--- src/flash_lock_params.svh ---
// Purpose: Named constants for the flash page lock protection block
// Assumes: 16-bit flash byte addresses, 512-byte pages, AXI4-Lite register access
// Notes: Register offsets are byte addresses of aligned 32-bit words
`ifndef FLASH_LOCK_PARAMS_SVH
`define FLASH_LOCK_PARAMS_SVH

// ****************************************
// Flash geometry
// ****************************************
`define FLASH_ADDR_W 16
`define PAGE_SHIFT 9
`define LOCK_BYTE_ADDR 16'h1dff
`define LOCK_ERASED 8'hff

// ****************************************
// Key sequence
// ****************************************
`define KEY_FIRST 8'ha5
`define KEY_SECOND 8'hf1
`define KEY_LOCKED 2'b00
`define KEY_HALF 2'b01
`define KEY_OPEN 2'b10
`define KEY_DEAD 2'b11

// ****************************************
// Register map and fields
// ****************************************
`define REG_ADDR_W 8
`define OFS_STORE_CTRL 8'h00
`define OFS_KEY_SEQ 8'h04
`define OFS_RESET_CAUSE 8'h08
`define OFS_LOCK_STATUS 8'h0c
`define SCR_WE_BIT 0
`define SCR_EE_BIT 1
`define RCR_FAULT_BIT 6
`define LST_ANY_BIT 8
`define RESP_OKAY 2'b00
`define RESP_SLVERR 2'b10

`endif

--- src/flash_lock_pkg.sv ---
// Purpose: Types shared by the flash page lock protection block and its bench
// Assumes: flash_lock_params.svh supplies every width
// Notes: Requests travel as req_t, flash commands as flash_cmd_t
`include "flash_lock_params.svh"

package flash_lock_pkg;

	// ****************************************
	// Request carriers
	// ****************************************
	typedef enum logic [2:0] {
		OP_CODE_READ = 3'h0,
		OP_XDATA_READ = 3'h1,
		OP_XDATA_WRITE = 3'h2,
		OP_DBG_READ = 3'h3,
		OP_DBG_WRITE = 3'h4,
		OP_DBG_ERASE = 3'h5,
		OP_DBG_ERASE_ALL = 3'h6
	} op_t;

	typedef enum logic [1:0] {
		FL_READ = 2'h0,
		FL_WRITE = 2'h1,
		FL_ERASE = 2'h2,
		FL_ERASE_ALL = 2'h3
	} flash_op_t;

	typedef struct packed {
		op_t op;
		logic [`FLASH_ADDR_W-1:0] addr;
		logic [`FLASH_ADDR_W-1:0] fetch_addr;
		logic [7:0] data;
	} req_t;

	typedef struct packed {
		flash_op_t op;
		logic [`FLASH_ADDR_W-1:0] addr;
		logic [7:0] data;
	} flash_cmd_t;

	typedef struct packed {
		logic ok;
		logic [7:0] rdata;
	} resp_t;

	// ****************************************
	// Control states
	// ****************************************
	typedef enum logic [2:0] {
		S_IDLE = 3'b001,
		S_FLASH = 3'b010,
		S_HALT = 3'b100
	} state_t;

endpackage

--- src/flash_page_lock_protection.sv ---
// Purpose: Checks every flash read, write and page erase against the page lock state; debug device erase is passed unchecked
// Assumes: Requesters hold request fields stable while valid; flash_done pulses once per command
// Notes: Function
//
// The placing of the registers and the AXI4-Lite register port were chosen for this implementation.
`timescale 1ns/1ns

module flash_page_lock_protection
	import flash_lock_pkg::*;
#(
	parameter logic [`FLASH_ADDR_W-1:0] LOCK_ADDR = `LOCK_BYTE_ADDR,
	parameter int IRQ_N = 8
) (
	// Clock and resets
	input wire logic aclk,
	input wire logic aresetn,
	input wire logic por_n,
	// Firmware requester
	input wire logic fw_valid,
	input req_t fw_req,
	output logic fw_ready,
	output logic fw_resp_valid,
	output resp_t fw_resp,
	// Debug port requester
	input wire logic dbg_valid,
	input req_t dbg_req,
	output logic dbg_ready,
	output logic dbg_resp_valid,
	output resp_t dbg_resp,
	output logic dbg_drop,
	// Flash array
	input wire logic [7:0] lock_byte_in,
	output logic flash_valid,
	output flash_cmd_t flash_cmd,
	input wire logic flash_done,
	input wire logic [7:0] flash_rdata,
	// External data RAM
	output logic external_data_ram_valid,
	output logic external_data_ram_we,
	output logic [`FLASH_ADDR_W-1:0] external_data_ram_addr,
	output logic [7:0] external_data_ram_wdata,
	// Reset and interrupt side
	output logic fault_reset_req,
	input wire logic [IRQ_N-1:0] irq_in,
	output logic [IRQ_N-1:0] irq_out,
	// AXI4-Lite slave
	input wire logic [`REG_ADDR_W-1:0] s_axi_awaddr,
	input wire logic s_axi_awvalid,
	output logic s_axi_awready,
	input wire logic [31:0] s_axi_wdata,
	input wire logic [3:0] s_axi_wstrb,
	input wire logic s_axi_wvalid,
	output logic s_axi_wready,
	output logic [1:0] s_axi_bresp,
	output logic s_axi_bvalid,
	input wire logic s_axi_bready,
	input wire logic [`REG_ADDR_W-1:0] s_axi_araddr,
	input wire logic s_axi_arvalid,
	output logic s_axi_arready,
	output logic [31:0] s_axi_rdata,
	output logic [1:0] s_axi_rresp,
	output logic s_axi_rvalid,
	input wire logic s_axi_rready
);

	// ****************************************
	// State
	// ****************************************
	typedef struct packed {
		state_t fsm;
		logic sampled;
		logic [7:0] lock_byte;
		logic lock_written;
		logic fault_cause;
		logic fault_flag;
		logic store_write_enable;
		logic store_erase_enable;
		logic [1:0] key_state;
		logic cur_dbg;
		flash_cmd_t cmd;
		logic fw_resp_valid;
		logic dbg_resp_valid;
		resp_t resp;
		logic fault_req;
		logic dbg_drop;
		logic external_data_ram_valid;
		logic external_data_ram_we;
		logic [`FLASH_ADDR_W-1:0] external_data_ram_addr;
		logic [7:0] external_data_ram_wdata;
		logic [IRQ_N-1:0] irq_pend;
		logic aw_got;
		logic [`REG_ADDR_W-1:0] aw_addr;
		logic w_got;
		logic [31:0] w_data;
		logic [3:0] w_strb;
		logic bvalid;
		logic [1:0] bresp;
		logic rvalid;
		logic [31:0] rdata;
		logic [1:0] rresp;
	} flash_lock_state_t;

	flash_lock_state_t st_reg;
	flash_lock_state_t st_next;

	// ****************************************
	// Helpers
	// ****************************************
	function automatic logic [7:0] page_of(input logic [`FLASH_ADDR_W-1:0] a);
		page_of = 8'(a >> `PAGE_SHIFT);
	endfunction

	function automatic logic any_locked(input logic [7:0] lb);
		any_locked = (lb != `LOCK_ERASED);
	endfunction

	function automatic logic page_locked(input logic [`FLASH_ADDR_W-1:0] a, input logic [7:0] lb);
		logic [7:0] n;
		n = ~lb;
		if (page_of(a) == page_of(LOCK_ADDR)) begin
			page_locked = any_locked(lb);
		end else begin
			page_locked = (page_of(a) < n);
		end
	endfunction

	function automatic logic is_reserved(input logic [`FLASH_ADDR_W-1:0] a);
		is_reserved = (a > LOCK_ADDR);
	endfunction

	function automatic logic reg_mapped(input logic [`REG_ADDR_W-1:0] a);
		reg_mapped = (a == `OFS_STORE_CTRL) || (a == `OFS_KEY_SEQ) ||
			(a == `OFS_RESET_CAUSE) || (a == `OFS_LOCK_STATUS);
	endfunction

	// ****************************************
	// Handshakes and outputs
	// ****************************************
	assign dbg_ready = (st_reg.fsm == S_IDLE) && st_reg.sampled;
	assign fw_ready = (st_reg.fsm == S_IDLE) && st_reg.sampled && !dbg_valid;
	assign flash_valid = (st_reg.fsm == S_FLASH);
	assign flash_cmd = st_reg.cmd;
	assign fw_resp_valid = st_reg.fw_resp_valid;
	assign fw_resp = st_reg.resp;
	assign dbg_resp_valid = st_reg.dbg_resp_valid;
	assign dbg_resp = st_reg.resp;
	assign dbg_drop = st_reg.dbg_drop;
	assign fault_reset_req = st_reg.fault_req;
	assign external_data_ram_valid = st_reg.external_data_ram_valid;
	assign external_data_ram_we = st_reg.external_data_ram_we;
	assign external_data_ram_addr = st_reg.external_data_ram_addr;
	assign external_data_ram_wdata = st_reg.external_data_ram_wdata;
	assign irq_out = (st_reg.fsm == S_FLASH) ? '0 : (st_reg.irq_pend | irq_in);
	assign s_axi_awready = !st_reg.aw_got;
	assign s_axi_wready = !st_reg.w_got;
	assign s_axi_bvalid = st_reg.bvalid;
	assign s_axi_bresp = st_reg.bresp;
	assign s_axi_arready = !st_reg.rvalid;
	assign s_axi_rvalid = st_reg.rvalid;
	assign s_axi_rdata = st_reg.rdata;
	assign s_axi_rresp = st_reg.rresp;

	// ****************************************
	// Next state
	// ****************************************
	always_comb begin
		logic fw_mod;
		logic tgt_locked;
		logic run_locked;
		logic lock_page;
		logic [31:0] rd;
		fw_mod = 1'b0;
		tgt_locked = 1'b0;
		run_locked = 1'b0;
		lock_page = 1'b0;
		rd = 32'h0000_0000;
		st_next = st_reg;
		st_next.fw_resp_valid = 1'b0;
		st_next.dbg_resp_valid = 1'b0;
		st_next.fault_req = 1'b0;
		st_next.dbg_drop = 1'b0;
		st_next.external_data_ram_valid = 1'b0;

		// lock byte captured once after reset
		if (!st_reg.sampled) begin
			st_next.sampled = 1'b1;
			st_next.lock_byte = lock_byte_in;
			st_next.lock_written = any_locked(lock_byte_in);
			st_next.fault_cause = 1'b0;
		end

		if (st_reg.fsm == S_FLASH) begin
			st_next.irq_pend = st_reg.irq_pend | irq_in;
		end else begin
			st_next.irq_pend = '0;
		end

		case (st_reg.fsm)
			S_IDLE: begin
				if (dbg_valid && dbg_ready) begin
					tgt_locked = page_locked(dbg_req.addr, st_reg.lock_byte);
					lock_page = (page_of(dbg_req.addr) == page_of(LOCK_ADDR));
					st_next.cur_dbg = 1'b1;
					st_next.cmd.addr = dbg_req.addr;
					st_next.cmd.data = dbg_req.data;
					st_next.fsm = S_FLASH;
					if (dbg_req.op == OP_DBG_ERASE_ALL) begin
						st_next.cmd.op = FL_ERASE_ALL;
					end else if (is_reserved(dbg_req.addr) || tgt_locked ||
						(dbg_req.op == OP_DBG_WRITE && dbg_req.addr == LOCK_ADDR && st_reg.lock_written)) begin
						st_next.fsm = S_IDLE;
						st_next.dbg_drop = 1'b1;
						st_next.dbg_resp_valid = 1'b1;
						st_next.resp = '{ok: 1'b0, rdata: 8'h00};
					end else if (dbg_req.op == OP_DBG_ERASE) begin
						// page erase of an unlocked page, the lock page only when nothing locked
						st_next.cmd.op = FL_ERASE;
					end else if (dbg_req.op == OP_DBG_WRITE) begin
						st_next.cmd.op = FL_WRITE;
					end else begin
						st_next.cmd.op = FL_READ;
					end
					if (lock_page && dbg_req.op == OP_DBG_ERASE && st_next.fsm == S_FLASH) begin
						st_next.lock_written = 1'b0;
					end
				end else if (fw_valid && fw_ready) begin
					run_locked = page_locked(fw_req.fetch_addr, st_reg.lock_byte);
					tgt_locked = page_locked(fw_req.addr, st_reg.lock_byte);
					lock_page = (page_of(fw_req.addr) == page_of(LOCK_ADDR));
					st_next.cur_dbg = 1'b0;
					st_next.cmd.addr = fw_req.addr;
					st_next.cmd.data = fw_req.data;
					fw_mod = (fw_req.op == OP_XDATA_WRITE) && st_reg.store_write_enable;
					if (fw_req.op == OP_XDATA_READ || (fw_req.op == OP_XDATA_WRITE && !fw_mod)) begin
						st_next.external_data_ram_valid = 1'b1;
						st_next.external_data_ram_we = (fw_req.op == OP_XDATA_WRITE);
						st_next.external_data_ram_addr = fw_req.addr;
						st_next.external_data_ram_wdata = fw_req.data;
						st_next.fw_resp_valid = 1'b1;
						st_next.resp = '{ok: 1'b1, rdata: 8'h00};
					end else if (is_reserved(fw_req.addr) ||
						(fw_mod && st_reg.store_erase_enable && lock_page) ||
						(fw_mod && !st_reg.store_erase_enable && fw_req.addr == LOCK_ADDR && st_reg.lock_written) ||
						(tgt_locked && !run_locked)) begin
						st_next.fault_req = 1'b1;
						st_next.fault_cause = 1'b1;
						st_next.fsm = S_HALT;
					end else if (fw_mod && st_reg.key_state != `KEY_OPEN) begin
						st_next.key_state = `KEY_DEAD;
						st_next.fw_resp_valid = 1'b1;
						st_next.resp = '{ok: 1'b0, rdata: 8'h00};
					end else begin
						st_next.fsm = S_FLASH;
						if (!fw_mod) begin
							st_next.cmd.op = FL_READ;
						end else if (st_reg.store_erase_enable) begin
							st_next.cmd.op = FL_ERASE;
						end else begin
							st_next.cmd.op = FL_WRITE;
						end
					end
				end
			end
			S_FLASH: begin
				if (flash_done) begin
					st_next.fsm = S_IDLE;
					st_next.resp = '{ok: 1'b1, rdata: flash_rdata};
					st_next.dbg_resp_valid = st_reg.cur_dbg;
					st_next.fw_resp_valid = !st_reg.cur_dbg;
					if (!st_reg.cur_dbg && st_reg.cmd.op != FL_READ) begin
						st_next.key_state = `KEY_LOCKED;
					end
					if (st_reg.cmd.op == FL_WRITE && st_reg.cmd.addr == LOCK_ADDR) begin
						st_next.lock_written = 1'b1;
					end
					if (st_reg.cmd.op == FL_ERASE_ALL) begin
						st_next.lock_byte = `LOCK_ERASED;
						st_next.lock_written = 1'b0;
					end
				end
			end
			S_HALT: begin
				// Waits for the system reset it asked for
				st_next.fsm = S_HALT;
			end
			default: begin
				st_next.fsm = S_IDLE;
			end
		endcase

		// ****************************************
		// AXI4-Lite register slave
		// ****************************************
		if (s_axi_awvalid && !st_reg.aw_got) begin
			st_next.aw_got = 1'b1;
			st_next.aw_addr = s_axi_awaddr;
		end
		if (s_axi_wvalid && !st_reg.w_got) begin
			st_next.w_got = 1'b1;
			st_next.w_data = s_axi_wdata;
			st_next.w_strb = s_axi_wstrb;
		end
		if (st_reg.bvalid && s_axi_bready) begin
			st_next.bvalid = 1'b0;
		end
		if (st_reg.aw_got && st_reg.w_got && !st_reg.bvalid) begin
			st_next.aw_got = 1'b0;
			st_next.w_got = 1'b0;
			st_next.bvalid = 1'b1;
			st_next.bresp = reg_mapped(st_reg.aw_addr) ? `RESP_OKAY : `RESP_SLVERR;
			if (st_reg.w_strb[0]) begin
				if (st_reg.aw_addr == `OFS_STORE_CTRL) begin
					st_next.store_write_enable = st_reg.w_data[`SCR_WE_BIT];
					st_next.store_erase_enable = st_reg.w_data[`SCR_EE_BIT];
				end else if (st_reg.aw_addr == `OFS_KEY_SEQ) begin
					if (st_next.key_state == `KEY_LOCKED && st_reg.w_data[7:0] == `KEY_FIRST) begin
						st_next.key_state = `KEY_HALF;
					end else if (st_next.key_state == `KEY_HALF && st_reg.w_data[7:0] == `KEY_SECOND) begin
						st_next.key_state = `KEY_OPEN;
					end else begin
						st_next.key_state = `KEY_DEAD;
					end
				end
			end
		end
		if (st_reg.rvalid && s_axi_rready) begin
			st_next.rvalid = 1'b0;
		end
		if (s_axi_arvalid && !st_reg.rvalid) begin
			if (s_axi_araddr == `OFS_STORE_CTRL) begin
				rd[`SCR_WE_BIT] = st_reg.store_write_enable;
				rd[`SCR_EE_BIT] = st_reg.store_erase_enable;
			end else if (s_axi_araddr == `OFS_KEY_SEQ) begin
				rd[1:0] = st_reg.key_state;
			end else if (s_axi_araddr == `OFS_RESET_CAUSE) begin
				rd[`RCR_FAULT_BIT] = st_reg.fault_flag;
			end else if (s_axi_araddr == `OFS_LOCK_STATUS) begin
				rd[7:0] = st_reg.lock_byte;
				rd[`LST_ANY_BIT] = any_locked(st_reg.lock_byte);
			end
			st_next.rvalid = 1'b1;
			st_next.rdata = rd;
			st_next.rresp = reg_mapped(s_axi_araddr) ? `RESP_OKAY : `RESP_SLVERR;
		end

		// ****************************************
		// Resets
		// ****************************************
		// the cause survives one system reset in fault_flag; power-on or the next system reset clears it
		if (!aresetn || !por_n) begin
			st_next = '0;
			st_next.fsm = S_IDLE;
			st_next.key_state = `KEY_LOCKED;
			st_next.lock_byte = `LOCK_ERASED;
			if (por_n) begin
				st_next.fault_cause = st_reg.fault_cause;
				st_next.fault_flag = st_reg.fault_cause;
			end
		end
	end

	always_ff @(posedge aclk) begin
		st_reg <= st_next;
	end

endmodule // flash_page_lock_protection

--- config.mk ---
export PLATFORM = sky130hd
export DESIGN_NAME = flash_page_lock_protection
export DESIGN_NICKNAME = d
export VERILOG_FILES = /design/src/flash_lock_pkg.sv /design/src/flash_page_lock_protection.sv
export VERILOG_INCLUDE_DIRS = /design/src /design/src/src
export SDC_FILE = /design/constraint.sdc
export NUM_CORES = 1
export LEC_CHECK = 0
export BUFFER_PORTS_ARGS = -buffer_cell sky130_fd_sc_hd__buf_4
export CAP_MARGIN = 20
export CORE_MARGIN = 10
export CORE_UTILIZATION = 50
export CTS_BUF_LIST = sky130_fd_sc_hd__clkbuf_4 sky130_fd_sc_hd__clkbuf_8
export CTS_CLUSTER_DIAMETER = 80
export DETAILED_ROUTE_END_ITERATION = 7
export PLACE_DENSITY = 0.85
export SETUP_SLACK_MARGIN = 0.4
export SYNTH_ARGS = -nofsm -noshare
export SYNTH_HDL_FRONTEND = slang
export SYNTH_SLANG_ARGS = --single-unit
--- constraint.sdc ---
create_clock -name aclk -period 5.3 [get_ports aclk]
set_input_delay 0 -clock aclk [delete_from_list [all_inputs] [get_ports aclk]]
set_output_delay 0 -clock aclk [all_outputs]
set_load 0.1 [all_outputs]
==> summary.md <==
| Metric | Value |
|---|---|
| Outcome | `completed` |
| Ys Warns | `0` |
| Final setup TNS | `0 ns` |
| WL final | `22330 um` |
| Gr usage total | `0.2453` |
| Initial antenna violation count | `6` |
| PortBufs | `221` |
| VDD IR-drop max | `0.0003052 V` |
| Vias in the first global route | `6708` |
| Post-synthesis sequential area ratio | `0.4022` |
| Unrepaired setup endpoints after global routing | `false` |
| Mapped Area | `6272 um^2` |
| CTS root buf | `clkbuf_8` |
| Hold Crit Class | `in -> reg` |
| Top-Level Pins | `299` |
| Skew final | `0.01374 ns` |
| Count of flip-flops with a built-in enable after synthesis | `2` |
| Die W | `132 um` |
| Post-Syn Area per Cell | `8.341 um^2` |
| ANT nets after route | `0` |
| Crit path DAT | `3.40 ns` |
| Max reg flops | `47` |
| CTS Buf Count | `17` |
| Routability cong. | `0.8905` |
| Layout cells sized above 1 | `0.2632` |
| Final core occ | `0.7316` |
| Via count | `6368` |
| Slew HR | `0.3212` |
| Num rows | `40` |
| Pin count of the biggest net entering global routing | `58` |
| P per Cell Area | `265.9 nW/um^2` |
| Critical path peak fanout | `27` |
| Fillers | `858` |
| R2R Setup Slk | `2.27 ns` |
| HPWL Detailed | `14260 um` |
| Pins over their slew limit | `0` |
| WL/cell | `18.95 um` |
| Final min period | `3.027 ns` |
| Postcts setup bufs | `0` |
| Max clock buf depth | `2` |
| Starting DRC count in detailed routing | `541` |
| Resized Gates After CTS | `0` |
| Setup CP Type | `reg -> reg` |
| Reg2reg start | `st_reg[173]` |
| Critical Path Sink | `external_data_ram_we` |
| Setup crit start kind | `register` |
| Crit path required time | `5.67 ns` |
| Share of flip-flops with an asynchronous set or reset | `0` |
| Sequential Area | `2522 um^2` |
| Nets | `1181` |
| Clk pin slew, worst setup/hold paths | `0.08 ns` |
| Global-route wire length before repair | `35000 um` |
| CTS tree | `yes` |
| Clk_lat worst skew | `0.44 ns` |
| Commonest cells after routing, fill and taps aside | `buf_4, nand2_1, dfxtp_1, dlygate4sd3_1, a21oi_1` |
| Commonest non-fill, non-tap cell in the layout | `buf_4` |
| Max cap viols | `0` |
| Setup-failing EPs final | `0` |
| Clock sinks | `125` |
| Fin. Hold Viols | `0` |
| H-tree depth | `4` |
| Reg2reg end | `external_data_ram_we` |
| FF+latch count, synth | `125` |
| Multi-input gate area | `2897 um^2` |
| R2R depth | `7` |
| First-pass detailed-route iteration total | `6` |
| Post-synth cell types | `60` |
| Layout area overhead | `41.85%` |
| Fin crit share | `0.5711` |
| Residual DRC | `0` |
| Leakage | `3.755 nW` |
| Die Height | `132 um` |
| Grt total ovfl | `0` |
| Top_reg_cell synth | `dfxtp_1` |
| F_max | `330.4 MHz` |
| Cell count after synthesis | `752` |
| Via density | `5.406` |
| Endpoint type of the worst setup path | `register` |
| Worst Tran Pin Value | `1.017 ns` |
| Setup crit start | `st_reg[173]` |
| Core area | `12160 um^2` |
| Initial Util | `0.5157` |
| Die ar. | `17420 um^2` |
routing by layer:
metal | wire (um) | track usage | part of all wire | vias to the layer above
met5 | 0 | 0 | 0 | -
met4 | 1102 | 0.1403 | 0.049 | 0
met3 | 1840 | 0.08841 | 0.082 | 79
met2 | 10940 | 0.4132 | 0.49 | 328
met1 | 8442 | 0.2594 | 0.38 | 2979
li1 | - | - | - | 2982
cell type report:
cell class	instances	area share
antenna	7	0.001969
clock buffer	21	0.03108
clock inverter	11	0.01842
inverter	10	0.004219
multi-input combinational	505	0.3256
sequential	125	0.2835
tap	168	0.02363
timing repair buffer	331	0.3116
how the worst min path moves through the flow:
stage	endpoint	startpoint	cells past startpoint	slack, ns
global route	st_reg[176]	dbg_valid	4	0.02
floorplan	st_reg[74]	s_axi_wvalid	2	0.12
CTS	st_reg[176]	dbg_valid	4	0.005
finish	st_reg[176]	dbg_valid	4	0.02
global placement	dbg_resp[4]	flash_rdata[4]	2	0.21
detailed placement	dbg_resp[7]	flash_rdata[7]	2	0.21
repair_timing:
action                                  4_1_cts  5_1_grt
endpoints found under the setup margin        0        0
endpoints found under the hold margin       103        0
hold buffers                                104        0
report_power, final:
group / internal, mW / switching, mW / leakage (nW) / total (mW)
logic: 0.169 / 0.289 / 2.51 / 0.459
registers: 0.957 / 0.0169 / 1.02 / 0.974
clock network: 0.546 / 0.387 / 0.223 / 0.934
total: 1.67 / 0.693 / 3.75 / 2.37
through the flow:
| step | power, mW | area, um^2 | worst slack, ns | cells | hold slack [ns] |
|---|---|---|---|---|---|
| floorplan | 1.269 | 6362 | 2.673 | 776 | 0.1158 |
| global placement | 1.373 | 7356 | 2.289 | 1033 | 0.2095 |
| detailed placement | 1.378 | 7356 | 2.258 | 1033 | 0.2137 |
| CTS | 2.356 | 8837 | 2.253 | 1169 | 0.004558 |
| global route | 2.448 | 8895 | 2.110 | 1177 | 0.02478 |
| finish | 2.366 | 8897 | 2.273 | 1178 | 0.02205 |
Yosys cell counts (all sizes together), types with 3 or more instances:
master  number  area share
a21o         4      0.0048
mux2i       22       0.035
nor2        74       0.044
nor3         9      0.0072
a21oi       78       0.062
a22oi       30       0.036
clkbuf      30       0.018
a22o         8       0.011
nand3b       3      0.0036
nor3b        3      0.0036
nand4b       4      0.0056
a211oi       7      0.0084
nor2b        9      0.0090
and2         4      0.0040
nand4       11       0.011
inv         10      0.0060
or4          4      0.0048
dfxtp      123        0.39
ha          18       0.036
o211ai       3      0.0036
nor4bb       4      0.0064
nand2b       5      0.0050
o21ai        9      0.0072
buf        106        0.13
nor4         3      0.0030
nand2      124       0.074
nand3        6      0.0048
critical path, stage by stage (launching register included):
cell	delay, ns
dfxtp_1	0.69
and4bb_2	0.38
nand3b_1	0.21
or2_2	0.62
nor4b_1	0.32
dlygate4sd3_1	0.59
a21oi_1	0.04
nor2_1	0.10
logic make-up (layout without fill, tap and decap cells):
kind of cell | count (synthesis) | after routing | synth area share
AND/OR/NAND/NOR | 274 | 274 | 0.2027
AO/OA/AOI/OAI | 165 | 165 | 0.1714
buffers and inverters | 146 | 373 | 0.1508
flip-flops | 125 | 125 | 0.4022
multiplexers | 22 | 22 | 0.03511
adder cells (fa/ha/maj) | 18 | 18 | 0.03591
other | 1 | 32 | 0.0005979
XOR/XNOR | 1 | 1 | 0.001397
Power figures use the tool's default switching activity.
